`src/design/psi_pkg.sv`:
```
// Shared constants, types and helpers of the boot status indicator.
// Assumes one 25 MHz clock; all blink durations are counted in 0.25 s steps.
package psi_pkg;

    // Progress-code capture.
    localparam logic [15:0] POST_PORT_ADDR = 16'h0080;
    localparam logic [7:0]  CODE_RESET     = 8'h00;

    // Clock and pattern timing, times in milliseconds.
    localparam int unsigned CLK_HZ_DEF    = 25_000_000;
    localparam int unsigned STEP_MS       = 250;
    localparam int unsigned UPD_HALF_MS   = 500;
    localparam int unsigned BLINK_MS      = 1000;
    localparam int unsigned PAUSE_MS      = 2500;
    localparam int unsigned TONE_MS       = 1000;
    localparam int unsigned THERM_HALF_MS = 250;
    localparam int unsigned TONE_COUNT    = 8;
    localparam int unsigned VID_BLINKS    = 2;
    localparam int unsigned MEM_BLINKS    = 3;

    // Durations expressed in steps; the step counter is six bits wide.
    localparam logic [5:0] UPD_STEPS   = 6'(UPD_HALF_MS / STEP_MS);
    localparam logic [5:0] BLINK_STEPS = 6'(BLINK_MS / STEP_MS);
    localparam logic [5:0] PAUSE_STEPS = 6'(PAUSE_MS / STEP_MS);
    localparam logic [5:0] TONE_STEPS  = 6'(TONE_MS / STEP_MS);
    localparam logic [5:0] THERM_STEPS = 6'(THERM_HALF_MS / STEP_MS);
    localparam logic [5:0] UPD_PERIOD  = 6'(2 * UPD_STEPS);
    localparam logic [5:0] VID_LIT_END = 6'(2 * VID_BLINKS * BLINK_STEPS);
    localparam logic [5:0] VID_PERIOD  = 6'(VID_LIT_END + PAUSE_STEPS);
    localparam logic [5:0] MEM_LIT_END = 6'(2 * MEM_BLINKS * BLINK_STEPS);
    localparam logic [5:0] MEM_PERIOD  = 6'(MEM_LIT_END + PAUSE_STEPS);
    localparam logic [5:0] THERM_END   = 6'(TONE_COUNT * TONE_STEPS);

    // Range limits of the progress codes.
    localparam logic [7:0] CODE_SLEEP_HI  = 8'h05;
    localparam logic [7:0] CODE_RESUME_A  = 8'h10;
    localparam logic [7:0] CODE_RESUME_B  = 8'h20;
    localparam logic [7:0] CODE_RESUME_C  = 8'h30;
    localparam logic [7:0] CODE_PRE_LO    = 8'h11;
    localparam logic [7:0] CODE_PRE_HI    = 8'h1F;
    localparam logic [7:0] CODE_MEM_LO    = 8'h21;
    localparam logic [7:0] CODE_MEM_HI    = 8'h29;
    localparam logic [7:0] CODE_POST_LO   = 8'h2A;
    localparam logic [7:0] CODE_POST_HI   = 8'h2F;
    localparam logic [7:0] CODE_RCV_LO    = 8'h31;
    localparam logic [7:0] CODE_RCV_HI    = 8'h35;
    localparam logic [7:0] CODE_PLAT_LO   = 8'h36;
    localparam logic [7:0] CODE_PLAT_HI   = 8'h3F;
    localparam logic [7:0] CODE_CPU_LO    = 8'h41;
    localparam logic [7:0] CODE_CPU_HI    = 8'h4F;
    localparam logic [7:0] CODE_IO_LO     = 8'h50;
    localparam logic [7:0] CODE_IO_HI     = 8'h5F;
    localparam logic [7:0] CODE_IO_FATAL  = 8'h5F;
    localparam logic [7:0] CODE_SEL_LO    = 8'h60;
    localparam logic [7:0] CODE_SEL_HI    = 8'h6F;
    localparam logic [7:0] CODE_OUT_LO    = 8'h70;
    localparam logic [7:0] CODE_OUT_HI    = 8'h7F;
    localparam logic [7:0] CODE_RSV1_LO   = 8'h80;
    localparam logic [7:0] CODE_RSV1_HI   = 8'h8F;
    localparam logic [7:0] CODE_IN_LO     = 8'h90;
    localparam logic [7:0] CODE_IN_HI     = 8'h9F;
    localparam logic [7:0] CODE_RSV2_LO   = 8'hA0;
    localparam logic [7:0] CODE_RSV2_HI   = 8'hAF;
    localparam logic [7:0] CODE_MEDIA_LO  = 8'hB0;
    localparam logic [7:0] CODE_MEDIA_HI  = 8'hBF;
    localparam logic [7:0] CODE_RSV3_LO   = 8'hC0;
    localparam logic [7:0] CODE_RSV3_HI   = 8'hDF;

    typedef enum logic [3:0] {
        RNG_SLEEP_ENTRY = 4'b0000,
        RNG_RESUME      = 4'b0001,
        RNG_EARLY_PRE   = 4'b0010,
        RNG_MEM_DETECT  = 4'b0011,
        RNG_EARLY_POST  = 4'b0100,
        RNG_RECOVERY    = 4'b0101,
        RNG_PLATFORM    = 4'b0110,
        RNG_CPU_INIT    = 4'b0111,
        RNG_IO_BUS      = 4'b1000,
        RNG_BOOT_SELECT = 4'b1001,
        RNG_OUTPUT_CON  = 4'b1010,
        RNG_INPUT_DEV   = 4'b1011,
        RNG_BOOT_MEDIA  = 4'b1100,
        RNG_RESERVED    = 4'b1101,
        RNG_UNKNOWN     = 4'b1110
    } psi_range_t;

    typedef enum logic [2:0] {
        MODE_NORMAL   = 3'b000,
        MODE_UPDATE   = 3'b001,
        MODE_VIDEO    = 3'b010,
        MODE_MEMORY   = 3'b011,
        MODE_THERMAL  = 3'b100,
        MODE_SHUTDOWN = 3'b101
    } psi_mode_t;

    // Indices of the synchronised fault inputs.
    localparam int unsigned SYNC_W      = 6;
    localparam int unsigned IX_UPDATE   = 0;
    localparam int unsigned IX_VIDEO    = 1;
    localparam int unsigned IX_NO_ROM   = 2;
    localparam int unsigned IX_VID_CFG  = 3;
    localparam int unsigned IX_MEMORY   = 4;
    localparam int unsigned IX_THERMAL  = 5;

    // Seven-segment pattern of one hex digit, segment a in bit 0, lit high.
    function automatic logic [6:0] psi_seg7(input logic [3:0] nib);
        logic [6:0] s;
        case (nib)
            4'h0: s = 7'h3F;
            4'h1: s = 7'h06;
            4'h2: s = 7'h5B;
            4'h3: s = 7'h4F;
            4'h4: s = 7'h66;
            4'h5: s = 7'h6D;
            4'h6: s = 7'h7D;
            4'h7: s = 7'h07;
            4'h8: s = 7'h7F;
            4'h9: s = 7'h6F;
            4'hA: s = 7'h77;
            4'hB: s = 7'h7C;
            4'hC: s = 7'h39;
            4'hD: s = 7'h5E;
            4'hE: s = 7'h79;
            default: s = 7'h71;
        endcase
        return s;
    endfunction

endpackage

```
`src/design/psi_tick_if.sv`:
```
// Carries the step pulse and its restart between the pattern logic and its divider.
// Assumes both ends run on the same clock.
`timescale 1ns/1ps
interface psi_tick_if;
    logic restart;
    logic tick;
    modport gen (input restart, output tick);
    modport use_side (output restart, input tick);
endinterface

```
`src/design/psi_tick.sv`:
```
// Divider that gives a one-cycle pulse every pattern step.
// Assumes a synchronous active-low reset on the one system clock.
`timescale 1ns/1ps
module psi_tick
    import psi_pkg::*;
#(
    parameter int unsigned TICK_CYC = 6_250_000
) (
    input  wire logic  ref_clk,
    input  wire logic  reset_n,
    psi_tick_if.gen    tk
);
    localparam int unsigned CW = $clog2(TICK_CYC + 1);
    localparam logic [CW-1:0] LAST = CW'(TICK_CYC - 1);

    logic [CW-1:0] cnt_q;
    logic [CW-1:0] cnt_d;
    logic          tick_q;
    logic          tick_d;

    // A restart realigns the step grid to the start of a new pattern.
    always_comb begin
        cnt_d  = cnt_q + CW'(1);
        tick_d = 1'b0;
        if (tk.restart) begin
            cnt_d = '0;
        end else if (cnt_q == LAST) begin
            cnt_d  = '0;
            tick_d = 1'b1;
        end
    end

    always_ff @(posedge ref_clk) begin
        if (!reset_n) begin
            cnt_q  <= '0;
            tick_q <= 1'b0;
        end else begin
            cnt_q  <= cnt_d;
            tick_q <= tick_d;
        end
    end

    assign tk.tick = tick_q;
endmodule

```
`src/design/psi_top.sv`:
```
// Boot status indicator: progress-code capture, range decode and power LED patterns.
// Assumes I/O writes come from logic on ref_clk and fault requests from board pins.
`timescale 1ns/1ps
// Notes on behaviour
// - Faults replace steady LED with their blink pattern.
// - Update: dark first, then 0.5 s on/off.
// - Video: two 1 s blinks, 2.5 s dark, repeat.
// - Video pattern only when no display firmware.
// - Video indication off after reset until enabled.
// - Memory: three 1 s blinks, 2.5 s dark, repeat.
// - Thermal: 0.25 s blinks, two per tone, sixteen.
// - Eight alternating 1 s tones, then shut down.
// - Latch each code, hold last when writes stop.
// - Decode port writes, show code on segments.
// - Codes and limits handled as hexadecimal.
// - Codes 00 to 05 mean sleep-state entry.
// - Codes 10, 20, 30 mean resume.
// - 11-1F early pre-memory, 2A-2F early post-memory.
// - Codes 41 to 4F mean processor init.
// - 50-5F are I/O buses; 5F is fatal.
// - 60-6F boot select, 70-7F output consoles.
// - Codes B0 to BF mean boot media.
module psi_top
    import psi_pkg::*;
#(
    parameter int unsigned CLK_HZ = CLK_HZ_DEF
) (
    input  wire logic        ref_clk,
    input  wire logic        reset_n,
    input  wire logic        io_wr,
    input  wire logic [15:0] io_addr,
    input  wire logic [7:0]  io_wdata,
    input  wire logic        fw_update_active,
    input  wire logic        video_fault_req,
    input  wire logic        no_video_rom,
    input  wire logic        video_blink_en,
    input  wire logic        memory_fault_req,
    input  wire logic        thermal_trip_req,
    output logic [7:0]       post_code_q,
    output logic             code_valid_q,
    output psi_range_t       code_range_q,
    output logic             code_fatal_q,
    output logic [6:0]       seg_hi_q,
    output logic [6:0]       seg_lo_q,
    output logic             power_led_q,
    output logic             tone_active_q,
    output logic             tone_high_q,
    output logic             shutdown_q,
    output psi_mode_t        led_mode_q
);
    localparam int unsigned TICK_CYC = (CLK_HZ / 1000) * STEP_MS;

    // Two-stage synchronisers for the pin-driven fault requests.
    logic [SYNC_W-1:0] raw_in;
    logic [SYNC_W-1:0] meta_q;
    logic [SYNC_W-1:0] sync_q;

    assign raw_in[IX_UPDATE]  = fw_update_active;
    assign raw_in[IX_VIDEO]   = video_fault_req;
    assign raw_in[IX_NO_ROM]  = no_video_rom;
    assign raw_in[IX_VID_CFG] = video_blink_en;
    assign raw_in[IX_MEMORY]  = memory_fault_req;
    assign raw_in[IX_THERMAL] = thermal_trip_req;

    for (genvar i = 0; i < SYNC_W; i++) begin : g_sync
        always_ff @(posedge ref_clk) begin
            if (!reset_n) begin
                meta_q[i] <= 1'b0;
                sync_q[i] <= 1'b0;
            end else begin
                meta_q[i] <= raw_in[i];
                sync_q[i] <= meta_q[i];
            end
        end
    end

    // Progress-code capture and range decode.
    function automatic psi_range_t classify(input logic [7:0] c);
        psi_range_t r;
        r = RNG_UNKNOWN;
        if (c <= CODE_SLEEP_HI) r = RNG_SLEEP_ENTRY;
        else if (c == CODE_RESUME_A || c == CODE_RESUME_B || c == CODE_RESUME_C)
            r = RNG_RESUME;
        else if (c >= CODE_PRE_LO && c <= CODE_PRE_HI) r = RNG_EARLY_PRE;
        else if (c >= CODE_MEM_LO && c <= CODE_MEM_HI) r = RNG_MEM_DETECT;
        else if (c >= CODE_POST_LO && c <= CODE_POST_HI) r = RNG_EARLY_POST;
        else if (c >= CODE_RCV_LO && c <= CODE_RCV_HI) r = RNG_RECOVERY;
        else if (c >= CODE_PLAT_LO && c <= CODE_PLAT_HI) r = RNG_PLATFORM;
        else if (c >= CODE_CPU_LO && c <= CODE_CPU_HI) r = RNG_CPU_INIT;
        else if (c >= CODE_IO_LO && c <= CODE_IO_HI) r = RNG_IO_BUS;
        else if (c >= CODE_SEL_LO && c <= CODE_SEL_HI) r = RNG_BOOT_SELECT;
        else if (c >= CODE_OUT_LO && c <= CODE_OUT_HI) r = RNG_OUTPUT_CON;
        else if (c >= CODE_IN_LO && c <= CODE_IN_HI) r = RNG_INPUT_DEV;
        else if (c >= CODE_MEDIA_LO && c <= CODE_MEDIA_HI) r = RNG_BOOT_MEDIA;
        else if ((c >= CODE_RSV1_LO && c <= CODE_RSV1_HI) ||
                 (c >= CODE_RSV2_LO && c <= CODE_RSV2_HI) ||
                 (c >= CODE_RSV3_LO && c <= CODE_RSV3_HI)) r = RNG_RESERVED;
        return r;
    endfunction

    logic       wr_hit;
    logic [7:0] code_d;
    logic       valid_d;
    psi_range_t range_d;
    logic       fatal_d;
    logic [6:0] seg_hi_d;
    logic [6:0] seg_lo_d;

    // The port decode takes the full 16-bit I/O address, so aliases are ignored.
    assign wr_hit = io_wr && (io_addr == POST_PORT_ADDR);

    always_comb begin
        code_d   = post_code_q;
        valid_d  = code_valid_q;
        range_d  = code_range_q;
        fatal_d  = code_fatal_q;
        seg_hi_d = seg_hi_q;
        seg_lo_d = seg_lo_q;
        if (wr_hit) begin
            code_d   = io_wdata;
            valid_d  = 1'b1;
            range_d  = classify(io_wdata);
            fatal_d  = (io_wdata == CODE_IO_FATAL);
            seg_hi_d = psi_seg7(io_wdata[7:4]);
            seg_lo_d = psi_seg7(io_wdata[3:0]);
        end
    end

    always_ff @(posedge ref_clk) begin
        if (!reset_n) begin
            post_code_q  <= CODE_RESET;
            code_valid_q <= 1'b0;
            code_range_q <= RNG_UNKNOWN;
            code_fatal_q <= 1'b0;
            seg_hi_q     <= 7'h00;
            seg_lo_q     <= 7'h00;
        end else begin
            post_code_q  <= code_d;
            code_valid_q <= valid_d;
            code_range_q <= range_d;
            code_fatal_q <= fatal_d;
            seg_hi_q     <= seg_hi_d;
            seg_lo_q     <= seg_lo_d;
        end
    end

    // Blink pattern sequencer.
    psi_tick_if tk ();

    psi_tick #(
        .TICK_CYC (TICK_CYC)
    ) u_tick (
        .ref_clk (ref_clk),
        .reset_n (reset_n),
        .tk      (tk)
    );

    logic       upd_s;
    logic       vid_arm;
    logic       mem_s;
    logic       therm_s;
    psi_mode_t  mode_d;
    logic [5:0] pos_q;
    logic [5:0] pos_d;
    logic [5:0] period;
    logic       restart_d;
    logic       led_d;
    logic       tone_active_d;
    logic       tone_high_d;
    logic       shutdown_d;

    assign upd_s   = sync_q[IX_UPDATE];
    assign mem_s   = sync_q[IX_MEMORY];
    assign therm_s = sync_q[IX_THERMAL];
    assign vid_arm = sync_q[IX_VIDEO] && sync_q[IX_NO_ROM] && sync_q[IX_VID_CFG];

    always_comb begin
        case (led_mode_q)
            MODE_UPDATE:  period = UPD_PERIOD;
            MODE_VIDEO:   period = VID_PERIOD;
            MODE_MEMORY:  period = MEM_PERIOD;
            MODE_THERMAL: period = THERM_END;
            default:      period = 6'h01;
        endcase
    end

    // Thermal outranks memory, memory outranks video, video outranks update.
    always_comb begin
        mode_d    = led_mode_q;
        pos_d     = pos_q;
        restart_d = 1'b0;
        if (therm_s && led_mode_q != MODE_THERMAL && led_mode_q != MODE_SHUTDOWN) begin
            mode_d = MODE_THERMAL;
        end else if (mem_s && (led_mode_q == MODE_NORMAL || led_mode_q == MODE_UPDATE ||
                               led_mode_q == MODE_VIDEO)) begin
            mode_d = MODE_MEMORY;
        end else if (vid_arm && (led_mode_q == MODE_NORMAL || led_mode_q == MODE_UPDATE)) begin
            mode_d = MODE_VIDEO;
        end else if (upd_s && led_mode_q == MODE_NORMAL) begin
            mode_d = MODE_UPDATE;
        end else if (!upd_s && led_mode_q == MODE_UPDATE) begin
            mode_d = MODE_NORMAL;
        end else if (tk.tick && led_mode_q != MODE_NORMAL && led_mode_q != MODE_SHUTDOWN) begin
            if (pos_q == period - 6'h01) begin
                pos_d = 6'h00;
                if (led_mode_q == MODE_THERMAL) begin
                    mode_d = MODE_SHUTDOWN;
                end
            end else begin
                pos_d = pos_q + 6'h01;
            end
        end
        if (mode_d != led_mode_q) begin
            pos_d     = 6'h00;
            restart_d = 1'b1;
        end
    end

    always_comb begin
        led_d         = 1'b0;
        tone_active_d = 1'b0;
        tone_high_d   = 1'b0;
        shutdown_d    = 1'b0;
        case (mode_d)
            MODE_NORMAL:   led_d = 1'b1;
            MODE_UPDATE:   led_d = (pos_d >= UPD_STEPS);
            MODE_VIDEO:    led_d = (pos_d < VID_LIT_END) &&
                                   ((pos_d % (2 * BLINK_STEPS)) < BLINK_STEPS);
            MODE_MEMORY:   led_d = (pos_d < MEM_LIT_END) &&
                                   ((pos_d % (2 * BLINK_STEPS)) < BLINK_STEPS);
            MODE_THERMAL: begin
                led_d         = ((pos_d % (2 * THERM_STEPS)) < THERM_STEPS);
                tone_active_d = 1'b1;
                tone_high_d   = (((pos_d / TONE_STEPS) % 6'h02) == 6'h00);
            end
            MODE_SHUTDOWN: shutdown_d = 1'b1;
            default:       led_d = 1'b0;
        endcase
    end

    assign tk.restart = restart_d;

    always_ff @(posedge ref_clk) begin
        if (!reset_n) begin
            led_mode_q    <= MODE_NORMAL;
            pos_q         <= 6'h00;
            power_led_q   <= 1'b1;
            tone_active_q <= 1'b0;
            tone_high_q   <= 1'b0;
            shutdown_q    <= 1'b0;
        end else begin
            led_mode_q    <= mode_d;
            pos_q         <= pos_d;
            power_led_q   <= led_d;
            tone_active_q <= tone_active_d;
            tone_high_q   <= tone_high_d;
            shutdown_q    <= shutdown_d;
        end
    end
endmodule

```
`config.mk`:
```
export PLATFORM = sky130hd
export DESIGN_NAME = psi_top
export DESIGN_NICKNAME = d
export VERILOG_FILES = /design/src/design/psi_pkg.sv /design/src/design/psi_tick_if.sv /design/src/design/psi_tick.sv /design/src/design/psi_top.sv
export SDC_FILE = /design/constraint.sdc
export NUM_CORES = 1
export LEC_CHECK = 0
export BUFFER_PORTS_ARGS = -buffer_cell sky130_fd_sc_hd__buf_2
export CORE_MARGIN = 2
export CORE_UTILIZATION = 61
export DETAILED_ROUTE_END_ITERATION = 8
export GPL_TIMING_DRIVEN = 0
export PLACE_DENSITY = 0.94
export SYNTH_ARGS = -nofsm -noshare
export SYNTH_HDL_FRONTEND = slang
export SYNTH_SLANG_ARGS = --single-unit
```
`constraint.sdc`:
```
create_clock -name ref_clk -period 4.65 [get_ports ref_clk]
set_input_delay 1.395 -clock ref_clk [delete_from_list [all_inputs] [get_ports ref_clk]]
set_output_delay 1.395 -clock ref_clk [all_outputs]
set_load 0.01 [all_outputs]
```
Word level (Yosys, flattened, before mapping)
Memories as Yosys holds them, arrays and structs flattened. A register that Yosys moved wholly into a read port is not among the register bits.
Index checks and enable logic that the tools add are counted.

cells by class
  add/subtract/negate cells = 3
  magnitude comparators = 34
  equal/unequal tests = 19
  mux-type cells = 36
  bitwise operators = 1
  reductions and logical operators = 43

operators by type and width
  kind                                                                     number
  6-bit two-way mux                                                        8
  8-bit >= comparator (second input constant)                              5
  8-bit <= comparator (second input constant)                              5
  3-bit two-way mux                                                        12
  8-bit by 6-bit >= comparator with 1-bit output (second input constant)   4
  8-bit by 7-bit >= comparator with 1-bit output (second input constant)   4
  8-bit by 6-bit <= comparator with 1-bit output (second input constant)   4
  8-bit by 7-bit <= comparator with 1-bit output (second input constant)   4
  4-bit two-way mux                                                        8
  1-bit logical AND                                                        27
  6-bit one-hot mux with 4 select lines                                    1
  23-bit by 1-bit adder with 23-bit output (second input constant)         1
  23-bit equality test (second input constant)                             1
  16-bit by 8-bit equality test with 1-bit output (second input constant)  1
  8-bit by 6-bit equality test with 1-bit output (second input constant)   2
  3-bit by 2-bit equality test with 1-bit output (second input constant)   4
  6-bit by 5-bit < comparator with 1-bit output (second input constant)    2
  3-bit equality test (second input constant)                              3
  8-bit by 5-bit equality test with 1-bit output (second input constant)   1
  8-bit by 7-bit equality test with 1-bit output (second input constant)   1
  8-bit by 5-bit >= comparator with 1-bit output (second input constant)   1
  8-bit by 3-bit <= comparator with 1-bit output (second input constant)   1
  8-bit by 5-bit <= comparator with 1-bit output (second input constant)   1
  6-bit by 1-bit adder with 6-bit output (second input constant)           1
  20 further kinds                                                         34

storage, ports and cells
  register bits = 63
  memory bits (read-only) = 224
  output and inout bits = 35
  memories = 2

memory list
  name             depth  width  read ports  clocked after Yosys merged registers in  write ports  line            RTL
  (no name shown)  16     7      1           1                                        0            psi_pkg.sv:108  case (nib)
  (no name shown)  16     7      1           1                                        0            psi_pkg.sv:108

Logic depth before layout (Yosys ltp)
  depth in word-level cells = 18
  depth in mapped cells = 11

Modules after synthesis
A second synthesis with hierarchy kept.

unflattened totals
  cells, all modules = 542
  area total of the unflattened synthesis = 4421.7 µm²

by module, submodules not included
  module    instances  cells each  area an instance (µm²)
  psi_top   1          412         3318.2
  psi_tick  1          130         1103.6

Least setup slack after synthesis
Ideal clock, no wire load.

  path type = input to register
  from = in io_wdata[5]
  to = reg code_range_q[0]
  setup time = 0.075 ns
  data arrival time = 3.211 ns
  required time = 4.575 ns
  slack = 1.364 ns
  stages = 10
  buffers on the path = 1
  cells stage by stage = buf_6 > inv_1 > ha_1 > nand4_2 > and2_4 > or4b_4 > and3b_1 > o2111ai_1 > a21oi_1 > o22ai_1

between the ends
  longest elaborated chain between the ends = 18

RTL lines
  element                                      line                          RTL
  start: declaration                           psi_top.sv:32                 input wire logic [7:0] io_wdata,
  8-bit >= comparator (tied with other cells)  psi_top.sv:95                 else if ((c >= CODE_RSV1_LO && c <= CODE_RSV1_HI) ||
  1-bit logical AND (on tied branches)         psi_top.sv:95, psi_top.sv:96
  1-bit logical OR                             psi_top.sv:95
  1-bit logical OR                             psi_top.sv:96                 (c >= CODE_RSV2_LO && c <= CODE_RSV2_HI) ||
  2-bit two-way mux                            psi_top.sv:95
  2-bit two-way mux                            psi_top.sv:94                 else if (c >= CODE_MEDIA_LO && c <= CODE_MEDIA_HI) r = RNG_BOOT_MEDIA;
  3-bit two-way mux                            psi_top.sv:93                 else if (c >= CODE_IN_LO && c <= CODE_IN_HI) r = RNG_INPUT_DEV;
  3-bit two-way mux                            psi_top.sv:92                 else if (c >= CODE_OUT_LO && c <= CODE_OUT_HI) r = RNG_OUTPUT_CON;
  (+2 left out)                                --
  4-bit two-way mux                            psi_top.sv:89                 else if (c >= CODE_CPU_LO && c <= CODE_CPU_HI) r = RNG_CPU_INIT;
  4-bit two-way mux                            psi_top.sv:88                 else if (c >= CODE_PLAT_LO && c <= CODE_PLAT_HI) r = RNG_PLATFORM;
  4-bit two-way mux                            psi_top.sv:87                 else if (c >= CODE_RCV_LO && c <= CODE_RCV_HI) r = RNG_RECOVERY;
  4-bit two-way mux                            psi_top.sv:86                 else if (c >= CODE_POST_LO && c <= CODE_POST_HI) r = RNG_EARLY_POST;
  4-bit two-way mux                            psi_top.sv:85                 else if (c >= CODE_MEM_LO && c <= CODE_MEM_HI) r = RNG_MEM_DETECT;
  4-bit two-way mux                            psi_top.sv:84                 else if (c >= CODE_PRE_LO && c <= CODE_PRE_HI) r = RNG_EARLY_PRE;
  4-bit two-way mux                            psi_top.sv:82                 else if (c == CODE_RESUME_A || c == CODE_RESUME_B || c == CODE_RESUME_C)
  4-bit two-way mux (*)                        psi_top.sv:81                 if (c <= CODE_SLEEP_HI) r = RNG_SLEEP_ENTRY;
  end signal: assignment                       psi_top.sv:140                code_range_q <= range_d;
  end: declaration                             psi_top.sv:41                 output psi_range_t code_range_q,

Every way passes the cells marked *; elsewhere a longest branch is shown, timed or not.
A chain may end at the register's enable or synchronous reset.

Worst setup path after layout
Ends and elaborated chain as after synthesis.

==> flow_metrics.tcl <==
set metrics [dict create \
    hold_violations 0 \
    synth.cell_area_um2 4240 \
    dp.final_hpwl_um 7670 \
    tightestPinTransition_ps 1040 \
    critical_path.max_fanout 10 \
    dpl_worst_slack_ps 960 \
    globalRouteOverflowTotal 0 \
    drt-vias-per-instance 6.07 \
    htree_num_levels 3 \
    setup.worst_path.start_class "input pin" \
    postCtsResizedCells 0 \
    r2r-end "power_led_q" \
    synth_edf_count 0 \
    reg2regPathDepth 9 \
    slew_headroom_pct 30.0 \
    critical_path.endpoint "code_range_q[0]" \
    n_fill_cell 548 \
    drive_above_1_share_pct 18.9 \
    globalRoute.busiestLayer "met2" \
    crit_path_arrival_time_ps 3660 \
    buffers_added_on_ports 67 \
    first_pass_iters 5 \
    detailedRoute.firstIterationViolations 455 \
    dieHeight_um 87.3 \
    postSynthRegisterBits 77 \
    r2r-start "led_mode_q[1]" \
    timing.critical_path.to_type "register" \
    gr-usage-met3_pct 5.78 \
    multi_input_area_um2 2430 \
    leakagePower_nw 1.99 \
    count_of_distinct_cell_types_in_the_synthesized_netlist 72 \
    worstSetupPathDepth 11 \
    synth_ff_type "sky130_fd_sc_hd__dfxtp_1" \
    hold_buffers 0 \
    detail_route.drc_violations 0 \
    crit_path_max_incr_delay_ps 520 \
    status "finished, final reports clean" \
    antenna_found_initial 0 \
    cp_data_required_time_ps 4930 \
    route.detailed.wl_per_inst_um 15.9 \
    numCtsBuffers 9 \
    timing.hold.worst.class "register to register" \
    ir_worst_vdd_mv 0.182 \
    antenna-diode-count 0 \
    skew_ps 5.60 \
    die_x_um 87.3 \
    post_synth.cell_area_avg_um2 8.16 \
    post-route-period-util_pct 72.7 \
    synth-async-reset-ratio_pct 0 \
    grt_use_met2_pct 47.0 \
    tritoncts "done" \
    path_clk_slew_ps 90 \
    most-common-layout-cells "77 x sky130_fd_sc_hd__dfxtp_1, 71 x sky130_fd_sc_hd__buf_2, 68 x sky130_fd_sc_hd__nor2_1, 57 x sky130_fd_sc_hd__nand2_1, 38 x sky130_fd_sc_hd__a21oi_1" \
    pins_over_slew_limit 0 \
    postRouteWirelength_um 10800 \
    regToRegSetupSlack_ps 2270 \
    final_setup_violation_count 0 \
    utilization_pct 72.2 \
    num_vias 4142 \
    synth_fp_nets 567 \
    cp.buffers_inverters 3 \
    timing.critical_path.max_delay_family "simple AND/OR/NAND/NOR gates" \
    timing.setup.tns_ps 0 \
    floorplan.die_area_um2 7630 \
    synthesis.yosys.warnings 0 \
    register_area_um2 1540 \
    max_freq_mhz 296 \
    grt_setup_unrepaired "no" \
    area_growth_syn_to_layout_pct 15.1 \
    number_of_max_cap_violations 0 \
    critical_path.slowest_cell "sky130_fd_sc_hd__or4b_4" \
    post-cts-setup-buffer-count 0 \
    ant_nets 0 \
    clock-sinks 77 \
    num_io_pins 68 \
    criticalPathCategory "input pin to register" \
    grt_max_degree 16 \
    final_critical_path_setup_slack_ps 1270 \
    cts_max_path_buffers 2 \
    gp_routability_congestion 0.942 \
    placementRows 30 \
    via_count_of_the_first_global_routing_pass 3740 \
    core_um2 6760 \
    ys_seq_area_share_pct 36.4 \
    grtUsageMet1_pct 36.6 \
    grt_pass1_wl_um 17100 \
    syn_inst 519 \
    layout_commonest_cell "sky130_fd_sc_hd__dfxtp_1" \
    global_route.usage.total_pct 28.5 \
    final_period_minus_worst_setup_slack_ps 3380 \
    clock_insertion_delay_worst_skew_ps 350 \
    fin_nets 645 \
    floorplan.initialDensity_pct 62.7 \
    crit_path_start "io_wdata[5]" \
    crit_path_cell_trace "buf_2 > buf_6 > inv_1 > ha_1 > nand4_2 > and2_4 > or4b_4 > and3b_1 > o2111ai_1 > a21oi_1 > o22ai_1" \
    cts_root_buffer "sky130_fd_sc_hd__clkbuf_8" \
    cellPowerDensity_nw_per_um2 282 \
]
report_power, final:
group | switching [mW] | internal, mW | total (mW)
logic | 0.104 | 0.0712 | 0.175
registers | 0.00597 | 0.669 | 0.675
clock network | 0.269 | 0.255 | 0.524
total | 0.379 | 0.996 | 1.37
flip-flops by register name, summed over array words and instances (netlist names):
register / cells
led_mode_q: 3
code_fatal_q: 1
therm_s: 1
meta_q: 6
sync_q: 3
u_tick.cnt_q: 23
upd_s: 1
mem_s: 1
seg_hi_q: 7
code_range_q: 4
seg_lo_q: 7
tone_active_q: 1
post_code_q: 8
shutdown_q: 1
pos_q: 6
tone_high_q: 1
code_valid_q: 1
u_tick.tk.tick: 1
power_led_q: 1
per-layer routing:
layer	wire length, µm	share of wire, %
met5	0	0
met4	199	1.8
met3	966	8.9
met2	5140	47
met1	4520	42
stage by stage:
step                      power (mW)  cell area, µm²  cells  hold WS, ps
after global routing            1.43            4880    682          452
final                           1.37            4880    682          439
after CTS                       1.37            4880    682          442
after global placement         0.853            4670    666          414
after detailed placement       0.858            4670    666          418
after floorplan                0.807            4240    519          412
area by class of cell:
class                   count  area share, %
flip-flops and latches     77           31.6
clock buffers               9           2.54
multi-input cells         392           49.9
inverters                  16           1.23
well taps                  80           2.05
clock inverters             7           1.67
plain buffers              34           4.08
repair buffers             67           6.88
synthesized netlist by cell type, types with 3 or more instances:
cell type | count | area (µm²)
sky130_fd_sc_hd__nand2_1 | 57 | 214
sky130_fd_sc_hd__xor2_1 | 16 | 140
sky130_fd_sc_hd__buf_2 | 4 | 20.0
sky130_fd_sc_hd__buf_6 | 6 | 67.6
sky130_fd_sc_hd__and3_1 | 9 | 56.3
sky130_fd_sc_hd__buf_4 | 3 | 22.5
sky130_fd_sc_hd__o21ai_0 | 9 | 45.0
sky130_fd_sc_hd__o211ai_1 | 6 | 45.0
sky130_fd_sc_hd__nor2_1 | 68 | 255
sky130_fd_sc_hd__nand3b_1 | 3 | 22.5
sky130_fd_sc_hd__xnor2_1 | 11 | 96.3
sky130_fd_sc_hd__nor3b_1 | 3 | 22.5
sky130_fd_sc_hd__clkbuf_1 | 17 | 63.8
sky130_fd_sc_hd__a32oi_1 | 3 | 26.3
sky130_fd_sc_hd__a211oi_1 | 6 | 45.0
sky130_fd_sc_hd__nor3_1 | 10 | 50.1
sky130_fd_sc_hd__nor4_1 | 6 | 37.5
sky130_fd_sc_hd__a31oi_1 | 4 | 25.0
sky130_fd_sc_hd__mux2i_1 | 4 | 40.0
sky130_fd_sc_hd__a21oi_1 | 38 | 190
sky130_fd_sc_hd__ha_1 | 15 | 188
sky130_fd_sc_hd__or3_1 | 9 | 56.3
sky130_fd_sc_hd__and2_1 | 15 | 93.8
sky130_fd_sc_hd__o21ai_1 | 4 | 20.0
sky130_fd_sc_hd__nand3_1 | 22 | 110
sky130_fd_sc_hd__o32ai_1 | 3 | 26.3
sky130_fd_sc_hd__nand2b_1 | 10 | 62.6
sky130_fd_sc_hd__dfxtp_1 | 77 | 1540
sky130_fd_sc_hd__inv_1 | 15 | 56.3
sky130_fd_sc_hd__nand4_1 | 8 | 50.1
worst min-delay path by stage:
stage | from | endpoint | cells past startpoint
global route | meta_q[3] | sync_q[3] | 1
detailed placement | meta_q[1] | sync_q[1] | 1
CTS | meta_q[1] | sync_q[1] | 1
global placement | meta_q[4] | mem_s | 1
floorplan | meta_q[4] | mem_s | 1
finish | meta_q[1] | sync_q[1] | 1
kinds of logic (layout without fill, tap and decap cells):
group | after synthesis | after routing | synth area share [%]
AO/OA/AOI/OAI | 99 | 99 | 15.8
XOR/XNOR | 27 | 27 | 5.58
adder cells (fa/ha/maj) | 15 | 15 | 4.43
buffers and inverters | 50 | 133 | 6.12
flip-flops | 77 | 77 | 36.4
multiplexers | 6 | 6 | 2.01
AND/OR/NAND/NOR | 245 | 245 | 29.7
Note: power is estimated with default switching activity, not from simulation.
